$ cat src/design/hbl_pkg.sv
// Constants and types for the half-bridge load control block
package hbl_pkg;
  typedef enum logic [1:0] {
    HBL_MODE_6X = 2'h0,
    HBL_MODE_3X = 2'h1,
    HBL_MODE_6X_LIM = 2'h3,
    HBL_MODE_3X_LIM = 2'h2
  } hbl_mode_t;
  localparam int HBL_CLK_HZ = 100_000_000;
  localparam int HBL_PULSE_SLOW_HZ = 20_000;
  localparam int HBL_PULSE_FAST_HZ = 40_000;
  localparam int HBL_PULSE_SLOW_CYC = HBL_CLK_HZ / HBL_PULSE_SLOW_HZ;
  localparam int HBL_PULSE_FAST_CYC = HBL_CLK_HZ / HBL_PULSE_FAST_HZ;
  localparam int HBL_FULL_DUTY_CYC = HBL_PULSE_SLOW_CYC;
  localparam logic [12:0] HBL_CNT_RESET = 13'h0000;
endpackage

$ cat src/design/hbl_half_bridge_ctrl.sv
// Three-phase half-bridge decode with current limit and sense gating
`timescale 1ns/1ps
module hbl_half_bridge_ctrl #(
  parameter int PHASES = 3,
  parameter int PULSE_SLOW_CYC = hbl_pkg::HBL_PULSE_SLOW_CYC,
  parameter int PULSE_FAST_CYC = hbl_pkg::HBL_PULSE_FAST_CYC
) (
  input wire logic sys_clk,
  input wire logic rst,
  input wire logic [PHASES-1:0] phase_drive_input,
  input wire logic [PHASES-1:0] phase_output_enable,
  input wire hbl_pkg::hbl_mode_t pwm_mode,
  input wire logic pulse_rate_fast,
  input wire logic [PHASES-1:0] load_to_ground,
  input wire logic [PHASES-1:0] current_over_limit,
  output logic [PHASES-1:0] phase_output,
  output logic [PHASES-1:0] phase_output_oe,
  output logic [PHASES-1:0] sense_valid,
  output logic [PHASES-1:0] limit_active,
  output logic refresh_pulse
);
  // Pairing checks need phases 0 and 1; counters are 13 bits wide
  if (PHASES < 2 || PULSE_FAST_CYC < 2 || PULSE_SLOW_CYC < PULSE_FAST_CYC ||
      PULSE_SLOW_CYC > 8191) begin : g_bad_params
    $error("hbl_half_bridge_ctrl: bad parameters");
  end

  logic [12:0] pulse_cnt;
  logic [12:0] pulse_top;
  logic [12:0] high_cnt [PHASES];
  logic lim_mode;
  logic [PHASES-1:0] chop;
  logic [PHASES-1:0] cut;

  assign lim_mode = (pwm_mode == hbl_pkg::HBL_MODE_6X_LIM) ||
                    (pwm_mode == hbl_pkg::HBL_MODE_3X_LIM);
  assign pulse_top = pulse_rate_fast ? 13'(PULSE_FAST_CYC - 1) :
                     13'(PULSE_SLOW_CYC - 1);

  // Internal refresh timer for full-duty inputs
  always_ff @(posedge sys_clk) begin
    if (rst) begin
      pulse_cnt <= hbl_pkg::HBL_CNT_RESET;
      refresh_pulse <= 1'b0;
    end else begin
      refresh_pulse <= (pulse_cnt >= pulse_top);
      pulse_cnt <= (pulse_cnt >= pulse_top) ? hbl_pkg::HBL_CNT_RESET :
                   pulse_cnt + 13'h0001;
    end
  end

  // Cycles since the last refresh pulse, for the spacing check
  logic [12:0] gap_cnt;
  always_ff @(posedge sys_clk) begin
    if (rst || refresh_pulse) begin
      gap_cnt <= hbl_pkg::HBL_CNT_RESET;
    end else if (gap_cnt != 13'h1FFF) begin
      gap_cnt <= gap_cnt + 13'h0001;
    end
  end

  for (genvar p = 0; p < PHASES; p++) begin : g_ph
    // Counts cycles the input has held high
    always_ff @(posedge sys_clk) begin
      if (rst) begin
        high_cnt[p] <= hbl_pkg::HBL_CNT_RESET;
      end else if (phase_output_enable[p] && phase_drive_input[p]) begin
        if (high_cnt[p] != 13'h1FFF) begin
          high_cnt[p] <= high_cnt[p] + 13'h0001;
        end
      end else begin
        high_cnt[p] <= hbl_pkg::HBL_CNT_RESET;
      end
    end

    // Chop latch: set on overcurrent, released by input low or by a refresh once the input has been high for a full period
    always_ff @(posedge sys_clk) begin
      if (rst) begin
        chop[p] <= 1'b0;
      end else if (!lim_mode || load_to_ground[p] ||
                   !phase_output_enable[p]) begin
        chop[p] <= 1'b0;
      end else if (current_over_limit[p] && phase_drive_input[p]) begin
        chop[p] <= 1'b1;
      end else if (!phase_drive_input[p] ||
                   (refresh_pulse && high_cnt[p] >= pulse_top)) begin
        chop[p] <= 1'b0;
      end
    end

    // Output stage, registered
    always_ff @(posedge sys_clk) begin
      if (rst) begin
        phase_output[p] <= 1'b0;
        phase_output_oe[p] <= 1'b0;
        sense_valid[p] <= 1'b0;
      end else begin
        phase_output_oe[p] <= phase_output_enable[p];
        phase_output[p] <= phase_output_enable[p] &&
                           phase_drive_input[p] && !cut[p];
        sense_valid[p] <= phase_output_enable[p] && !load_to_ground[p] &&
                          !(phase_drive_input[p] && !cut[p]);
      end
    end
    // Gate with mode and load so a stale latch never cuts the output
    assign cut[p] = chop[p] && lim_mode && !load_to_ground[p];
    assign limit_active[p] = chop[p];

    property p_enabled_follow;
      @(posedge sys_clk) disable iff (rst)
      (phase_output_enable[p] && !lim_mode) |=>
        phase_output_oe[p] && (phase_output[p] == $past(phase_drive_input[p]));
    endproperty
    a_enabled_follow: assert property (p_enabled_follow)
      else $error("enabled phase output does not follow input");

    property p_disabled_z;
      @(posedge sys_clk) disable iff (rst)
      !phase_output_enable[p] |=> !phase_output_oe[p] && !phase_output[p];
    endproperty
    a_disabled_z: assert property (p_disabled_z)
      else $error("disabled phase still driven");

    property p_no_limit_plain;
      @(posedge sys_clk) disable iff (rst)
      !lim_mode |=> !limit_active[p];
    endproperty
    a_no_limit_plain: assert property (p_no_limit_plain)
      else $error("limit active outside limit modes");

    property p_sense_low_side;
      @(posedge sys_clk) disable iff (rst)
      sense_valid[p] |-> phase_output_oe[p] && !phase_output[p];
    endproperty
    a_sense_low_side: assert property (p_sense_low_side)
      else $error("sense valid while low side off");

    property p_ground_load;
      @(posedge sys_clk) disable iff (rst)
      load_to_ground[p] |=> !sense_valid[p] && !limit_active[p];
    endproperty
    a_ground_load: assert property (p_ground_load)
      else $error("ground load given feedback or limit");

    property p_chop_cuts;
      @(posedge sys_clk) disable iff (rst)
      (lim_mode && phase_output_enable[p] && !load_to_ground[p] &&
       phase_drive_input[p] && current_over_limit[p]) ##1
      (lim_mode && phase_output_enable[p] && !load_to_ground[p])
        |=> !phase_output[p];
    endproperty
    a_chop_cuts: assert property (p_chop_cuts)
      else $error("overcurrent did not cut the high side");

    property p_low_side_sense;
      @(posedge sys_clk) disable iff (rst)
      (phase_output_enable[p] && !phase_drive_input[p] &&
       !load_to_ground[p]) |=> sense_valid[p];
    endproperty
    a_low_side_sense: assert property (p_low_side_sense)
      else $error("low side conducting but sense not valid");

    property p_input_low_frees;
      @(posedge sys_clk) disable iff (rst)
      !phase_drive_input[p] |=> !limit_active[p];
    endproperty
    a_input_low_frees: assert property (p_input_low_frees)
      else $error("limit held after input went low");

    property p_chop_holds;
      @(posedge sys_clk) disable iff (rst)
      (limit_active[p] && lim_mode && phase_output_enable[p] &&
       phase_drive_input[p] && !load_to_ground[p] && !refresh_pulse)
        |=> limit_active[p];
    endproperty
    a_chop_holds: assert property (p_chop_holds)
      else $error("limit released without refresh");

    property p_full_duty_release;
      @(posedge sys_clk) disable iff (rst)
      (limit_active[p] && refresh_pulse && !current_over_limit[p] &&
       high_cnt[p] >= pulse_top) |=> !limit_active[p];
    endproperty
    a_full_duty_release: assert property (p_full_duty_release)
      else $error("full-duty refresh did not release the limit");
  end

  property p_pulse_period;
    @(posedge sys_clk) disable iff (rst)
    refresh_pulse |-> gap_cnt >= 13'(PULSE_FAST_CYC - 1) &&
      gap_cnt <= 13'(PULSE_SLOW_CYC);
  endproperty
  a_pulse_period: assert property (p_pulse_period)
    else $error("refresh pulse too frequent");

  property p_pulse_single;
    @(posedge sys_clk) disable iff (rst)
    refresh_pulse |=> !refresh_pulse;
  endproperty
  a_pulse_single: assert property (p_pulse_single)
    else $error("refresh pulse longer than one cycle");

  property p_pair_forward;
    @(posedge sys_clk) disable iff (rst)
    (&phase_output_enable[1:0] && phase_drive_input[1:0] == 2'h1 &&
     !lim_mode) |=> phase_output[1:0] == 2'h1;
  endproperty
  a_pair_forward: assert property (p_pair_forward)
    else $error("forward pair not decoded");

  property p_pair_reverse;
    @(posedge sys_clk) disable iff (rst)
    (&phase_output_enable[1:0] && phase_drive_input[1:0] == 2'h2 &&
     !lim_mode) |=> phase_output[1:0] == 2'h2;
  endproperty
  a_pair_reverse: assert property (p_pair_reverse)
    else $error("reverse pair not decoded");

  c_forward: cover property (@(posedge sys_clk) disable iff (rst)
    phase_output_oe[1:0] == 2'h3 && phase_output[1:0] == 2'h1);
  c_reverse: cover property (@(posedge sys_clk) disable iff (rst)
    phase_output_oe[1:0] == 2'h3 && phase_output[1:0] == 2'h2);
  c_chop: cover property (@(posedge sys_clk) disable iff (rst)
    $rose(limit_active[0]));
  c_refresh: cover property (@(posedge sys_clk) disable iff (rst)
    refresh_pulse && limit_active[0]);
  c_three_loads: cover property (@(posedge sys_clk) disable iff (rst)
    &phase_output_oe && lim_mode);
endmodule // hbl_half_bridge_ctrl

$ cat config.mk
export PLATFORM = sky130hd
export DESIGN_NAME = hbl_half_bridge_ctrl
export DESIGN_NICKNAME = d
export VERILOG_FILES = /design/src/design/hbl_pkg.sv /design/src/design/hbl_half_bridge_ctrl.sv
export SDC_FILE = /design/constraint.sdc
export NUM_CORES = 1
export LEC_CHECK = 0
export BUFFER_PORTS_ARGS = -buffer_cell sky130_fd_sc_hd__buf_2
export CAP_MARGIN = 10
export CORE_MARGIN = 4
export CORE_UTILIZATION = 55
export DETAILED_ROUTE_END_ITERATION = 16
export PLACE_DENSITY = 0.74
export SYNTH_ARGS = -nofsm -noshare
export SYNTH_HDL_FRONTEND = slang
export SYNTH_SLANG_ARGS = --single-unit
$ cat constraint.sdc
create_clock -name sys_clk -period 2.6 [get_ports sys_clk]
set_clock_uncertainty 0.15 [all_clocks]
set_input_delay 0.52 -clock sys_clk [delete_from_list [all_inputs] [get_ports sys_clk]]
set_output_delay 0.52 -clock sys_clk [all_outputs]
set_load 0.05 [all_outputs]
== Word level (Yosys, flattened, before mapping) ==
Memories as Yosys holds them, arrays and structs flattened.
Cells that the tools add are included.

* Bits in registers: 26
* RAM bits: 39
* Output and inout bits: 13
* Word-level logic and storage cells: 130
* Memories kept: 1

{| class="wikitable"
|+ Memory list
! memory !! depth !! bits a word !! read ports !! clocked after Yosys merged registers in !! wr ports !! RTL line !! text
|-
| high_cnt || 3 || 13 || 3 || 0 || 3 || hbl_half_bridge_ctrl.sv:30 || <nowiki>logic [12:0] high_cnt [PHASES];</nowiki>
|}

* Add/subtract/negate cells: 4
* Magnitude comparators: 4
* Eq/ne operators: 5
* Muxes and demuxes: 36
* Bitwise operators: 6
* Reductions and logical operators: 60

{| class="wikitable"
|+ Operator list
! cell !! number
|-
| $mux W13 || 7
|-
| $add A13 B1 Y13 const B || 4
|-
| $ge A13 B13 Y1 || 4
|-
| $ne A13 B13 Y1 const B || 3
|-
| $mux W1 || 29
|-
| $logic_and A1 B1 Y1 || 27
|-
| $logic_not A1 Y1 || 16
|-
| $logic_or A1 B1 Y1 || 10
|-
| $reduce_or A2 Y1 || 4
|-
| $or A1 B1 Y1 || 6
|-
| $reduce_bool A2 Y1 || 3
|-
| $eq A2 B2 Y1 const B || 2
|}

== Depth between registers and ports, before layout ==
* Depth after elaboration: 8
* Mapped depth: 7
* Mapped depth without buffers: 6

== Worst setup path before layout ==
OpenSTA, ideal clock, no wires.

* Kind: input to register
* From: input port pulse_rate_fast
* To: register pulse_cnt[2]
* Setup time: 115 ps
* Arrival time: 1872 ps
* Required time: 2335 ps
* Setup slack: 464 ps
* Cell stages on the path: 7
* Buffers on the path: 1
* Cell sequence: inv_1 > ha_1 > nand4b_1 > or3_1 > o2111ai_2 > buf_6 > nor2_1

* Longest elaborated chain between the ends: 3

{| class="wikitable"
|+ RTL lines
! item !! RTL line !! text
|-
| start: declaration || hbl_half_bridge_ctrl.sv:13 || <nowiki>input wire logic pulse_rate_fast,</nowiki>
|-
| $mux W13 || hbl_half_bridge_ctrl.sv:37 || <nowiki>assign pulse_top = pulse_rate_fast ? 13'(PULSE_FAST_CYC - 1) :</nowiki>
|-
| $ge A13 B13 Y1 || hbl_half_bridge_ctrl.sv:47 || <nowiki>pulse_cnt <= (pulse_cnt >= pulse_top) ? hbl_pkg::HBL_CNT_RESET :</nowiki>
|-
| $reduce_or A2 Y1 (no line) || -- ||
|-
| end signal: assignment || hbl_half_bridge_ctrl.sv:43 || <nowiki>pulse_cnt <= hbl_pkg::HBL_CNT_RESET;</nowiki>
|-
| end signal: assignment || hbl_half_bridge_ctrl.sv:47 ||
|-
| end: declaration || hbl_half_bridge_ctrl.sv:28 || <nowiki>logic [12:0] pulse_cnt;</nowiki>
|}

No other way between the ends.
A chain may end at the register's enable or synchronous reset.

==> impl_results.md <==
- Outcome: completed
- Core Footprint: 6310 um^2
- EDFF count, synth: 39
- Simple-gate portion of the synthesized area: 22.5%
- Syn Inst Count: 353
- Final period util: 85.6%
- CTS max path bufs: 2
- Delay-heaviest family, CP: simple AND/OR/NAND/NOR gates
- # setup viols final: 0
- Critical Path Source Type: register
- Register area share after synthesis: 47.5%
- Initial DRT Pass Iterations: 4
- CTS root buffer: clkbuf_8
- Post-DRT Antenna Nets: 0
- RSZ-0062 raised after global routing: no
- Synth area leaders: edfxtp_1 33%, dfxtp_1 15%, ha_1 8.4%, xor2_1 6.2%, nor2_1 5.4%
- Ys async rst share: 0%
- Worst vdd ir: 376 uV
- Post-synth cell types: 49
- Vias: 2700
- Final global-route overflow total: 0
- Proportion of layout cells with a drive suffix above 1: 15.0%
- Residual DRC: 0
- Clk_lat worst skew: 0.34 ns
- Max-slew violations: 0
- R2r startpoint: high_cnt[0][0]$_SDFFCE_PP0P_
- Worst-path fanout max: 13
- DRT iter0 DRCs: 95
- CP peak stage delay: 0.66 ns
- Worst path bufs/invs: 0
- Highest clock rate: 449 MHz
- Critical-path cell list: ha_1, and4_1, nand3_1, or3_1
- Highest-count cells in the layout ignoring fill and taps: 51 x nor2_1, 39 x edfxtp_1, 30 x nand2_1
- Final #Nets: 435
- DR vias/cell: 5.67
- Number of diodes: 0
- CTS resizes: 0
- Setup TNS: 0 ns
- Final hold vios: 0
- Kind of critical path: reg2reg
- Wire per inst: 14.6 um
- Synth Flop Type: edfxtp_1
- GPL Wtd Cong: 0.800
- Vias in the first global route: 2611
- Total Power: 2.11 mW
- CTS clk-pin slew, worst paths: 0.07 ns
- Combinational family with the most area after synthesis: simple AND/OR/NAND/NOR gates
- Hold Crit Class: in2reg
- Commonest non-fill, non-tap cell in the layout: nor2_1
- Setup Buffers After CTS: 0
- PwrDens: 523 nW/um^2
- Yosys top cell by area: edfxtp_1
- Largest net degree at the start of global routing: 14
- First-pass GRT wire length: 11600 um
- Final HPWL DP: 5060 um
- Multiplexer share of the synthesized area: 0%
- CTS tree: built
- Post-layout minimum cycle time: 2.23 ns
- Die Height: 88.5 um
- IO buf count: 28
- Hold Buf Count CTS: 0
- Clk sinks: 65
- Initial antenna violation count: 0
- Netlist Area Pre-Place: 3560 um^2
- Gr usage total: 19.3%
- Worst Tran Pin Value: 0.569 ns
- CTS buffer count: 9
- Max cap viols: 0
- Critical path capture point type: register
- Worst Min Path Start: load_to_ground[2]
- Synth Area in Compound Gates: 9.46%
- Critical Path RT: 2.45 ns
- Synth Area in XOR/XNOR: 9.60%
- P&R area growth vs syn: 13.2%
- Leak pwr: 1.65 nW
- Die Wd: 88.5 um
- Top-area cell type share of the netlist area: 32.9%
- Synthesized area per cell: 10.1 um^2
- Post-Synth Adder-Cell Area: 8.44%
- Slowest CP cell: or3_1
- Slew HR: 62.0%
- Initial Util: 56.4%
- WP data arrival: 2.08 ns
- Synth Warn #: 0
- FF+latch count, synth: 65
- Die area: 7820 um^2
- Routed WL: 6970 um
- Number of core rows: 29
- # IOs: 30
- H-tree depth: 3
- CP startpoint: high_cnt[0][0]$_SDFFCE_PP0P_
- Post-Synthesis Net Count: 394
[area by class of cell]
| class | count | area [um^2] |
|---|---|---|
| fillers | 518 | 2280 |
| multi-input cells | 267 | 1780 |
| flip-flops and latches | 65 | 1690 |
| repair buffers | 36 | 200 |
| clock buffers | 11 | 153 |
| well taps | 77 | 96.3 |
| inverters | 15 | 56.3 |
| clock inverters | 5 | 52.6 |
[cell usage after synthesis, drive strengths merged (4+ instances only)]
library cell / count
edfxtp: 39
inv: 15
xor2: 25
and4: 8
ha: 24
nor2b: 4
xnor2: 14
or3: 6
nor3: 6
clkbuf: 4
dfxtp: 26
and3: 6
o21ai: 7
a21oi: 9
nand4: 9
nor2: 51
nand3: 21
nand2: 30
[where the power goes]
group / total, mW / switching, mW / internal, mW
combinational: 0.117 / 0.0754 / 0.0420
sequential: 1.10 / 0.00991 / 1.09
clock: 0.887 / 0.390 / 0.497
total: 2.11 / 0.476 / 1.63
[worst reg2reg max path, stage by stage, from the launching register on]
cell and delay, ns:
edfxtp_1 0.41, ha_1 0.24, and4_1 0.28, nand3_1 0.15, or3_1 0.66
[state kept, by name (all words and copies together) (netlist names)]
signal           flops
high_cnt            39
phase_output         3
limit_active         3
refresh_pulse        1
phase_output_oe      3
sense_valid          3
pulse_cnt           13
[cell families (layout without fill, tap and decap cells)]
group,Yosys count,in the layout
and+or+nand+nor,159,159
AOI/OAI and AO/OA,45,45
buffers and inverters,21,67
DFF,65,65
xor gates and xnor gates,39,39
adders and majority gates,24,24
[stage by stage]
stage          cells  hold slack, ns  area [um^2]  setup WS (ns)  utilization [%]
2_1_floorplan    353           0.291         3560          0.464                -
3_3_place_gp     460           0.311         3820          0.147             60.6
3_5_place_dp     460           0.316         3820         0.0588             60.6
4_1_cts          476           0.218         4030          0.353             63.8
5_1_grt          476           0.230         4030          0.179             63.8
6_report         476           0.232         4030          0.375             63.8
[routing by layer]
layer	vias to the layer above	part of all wire, %	global-route usage (%)
met4	0	2.1	8.93
met1	1245	47	24.2
met3	13	4.9	3.45
met5	-	0	0
li1	1378	-	-
met2	64	46	32.3
[worst paths after layout]
kind                                                endpoint  slack (ns)  depth (start not counted)
worst max-delay path            high_cnt[0][1]$_SDFFCE_PP0P_        0.37                          4
worst max register to register  high_cnt[0][1]$_SDFFCE_PP0P_        0.37                          4
worst min register to register    phase_output[0]$_SDFF_PP0_        0.33                          1
worst min-delay path            limit_active[2]$_SDFFE_PP0P_        0.23                          2
No activity file was read; power rests on OpenSTA's default activity.
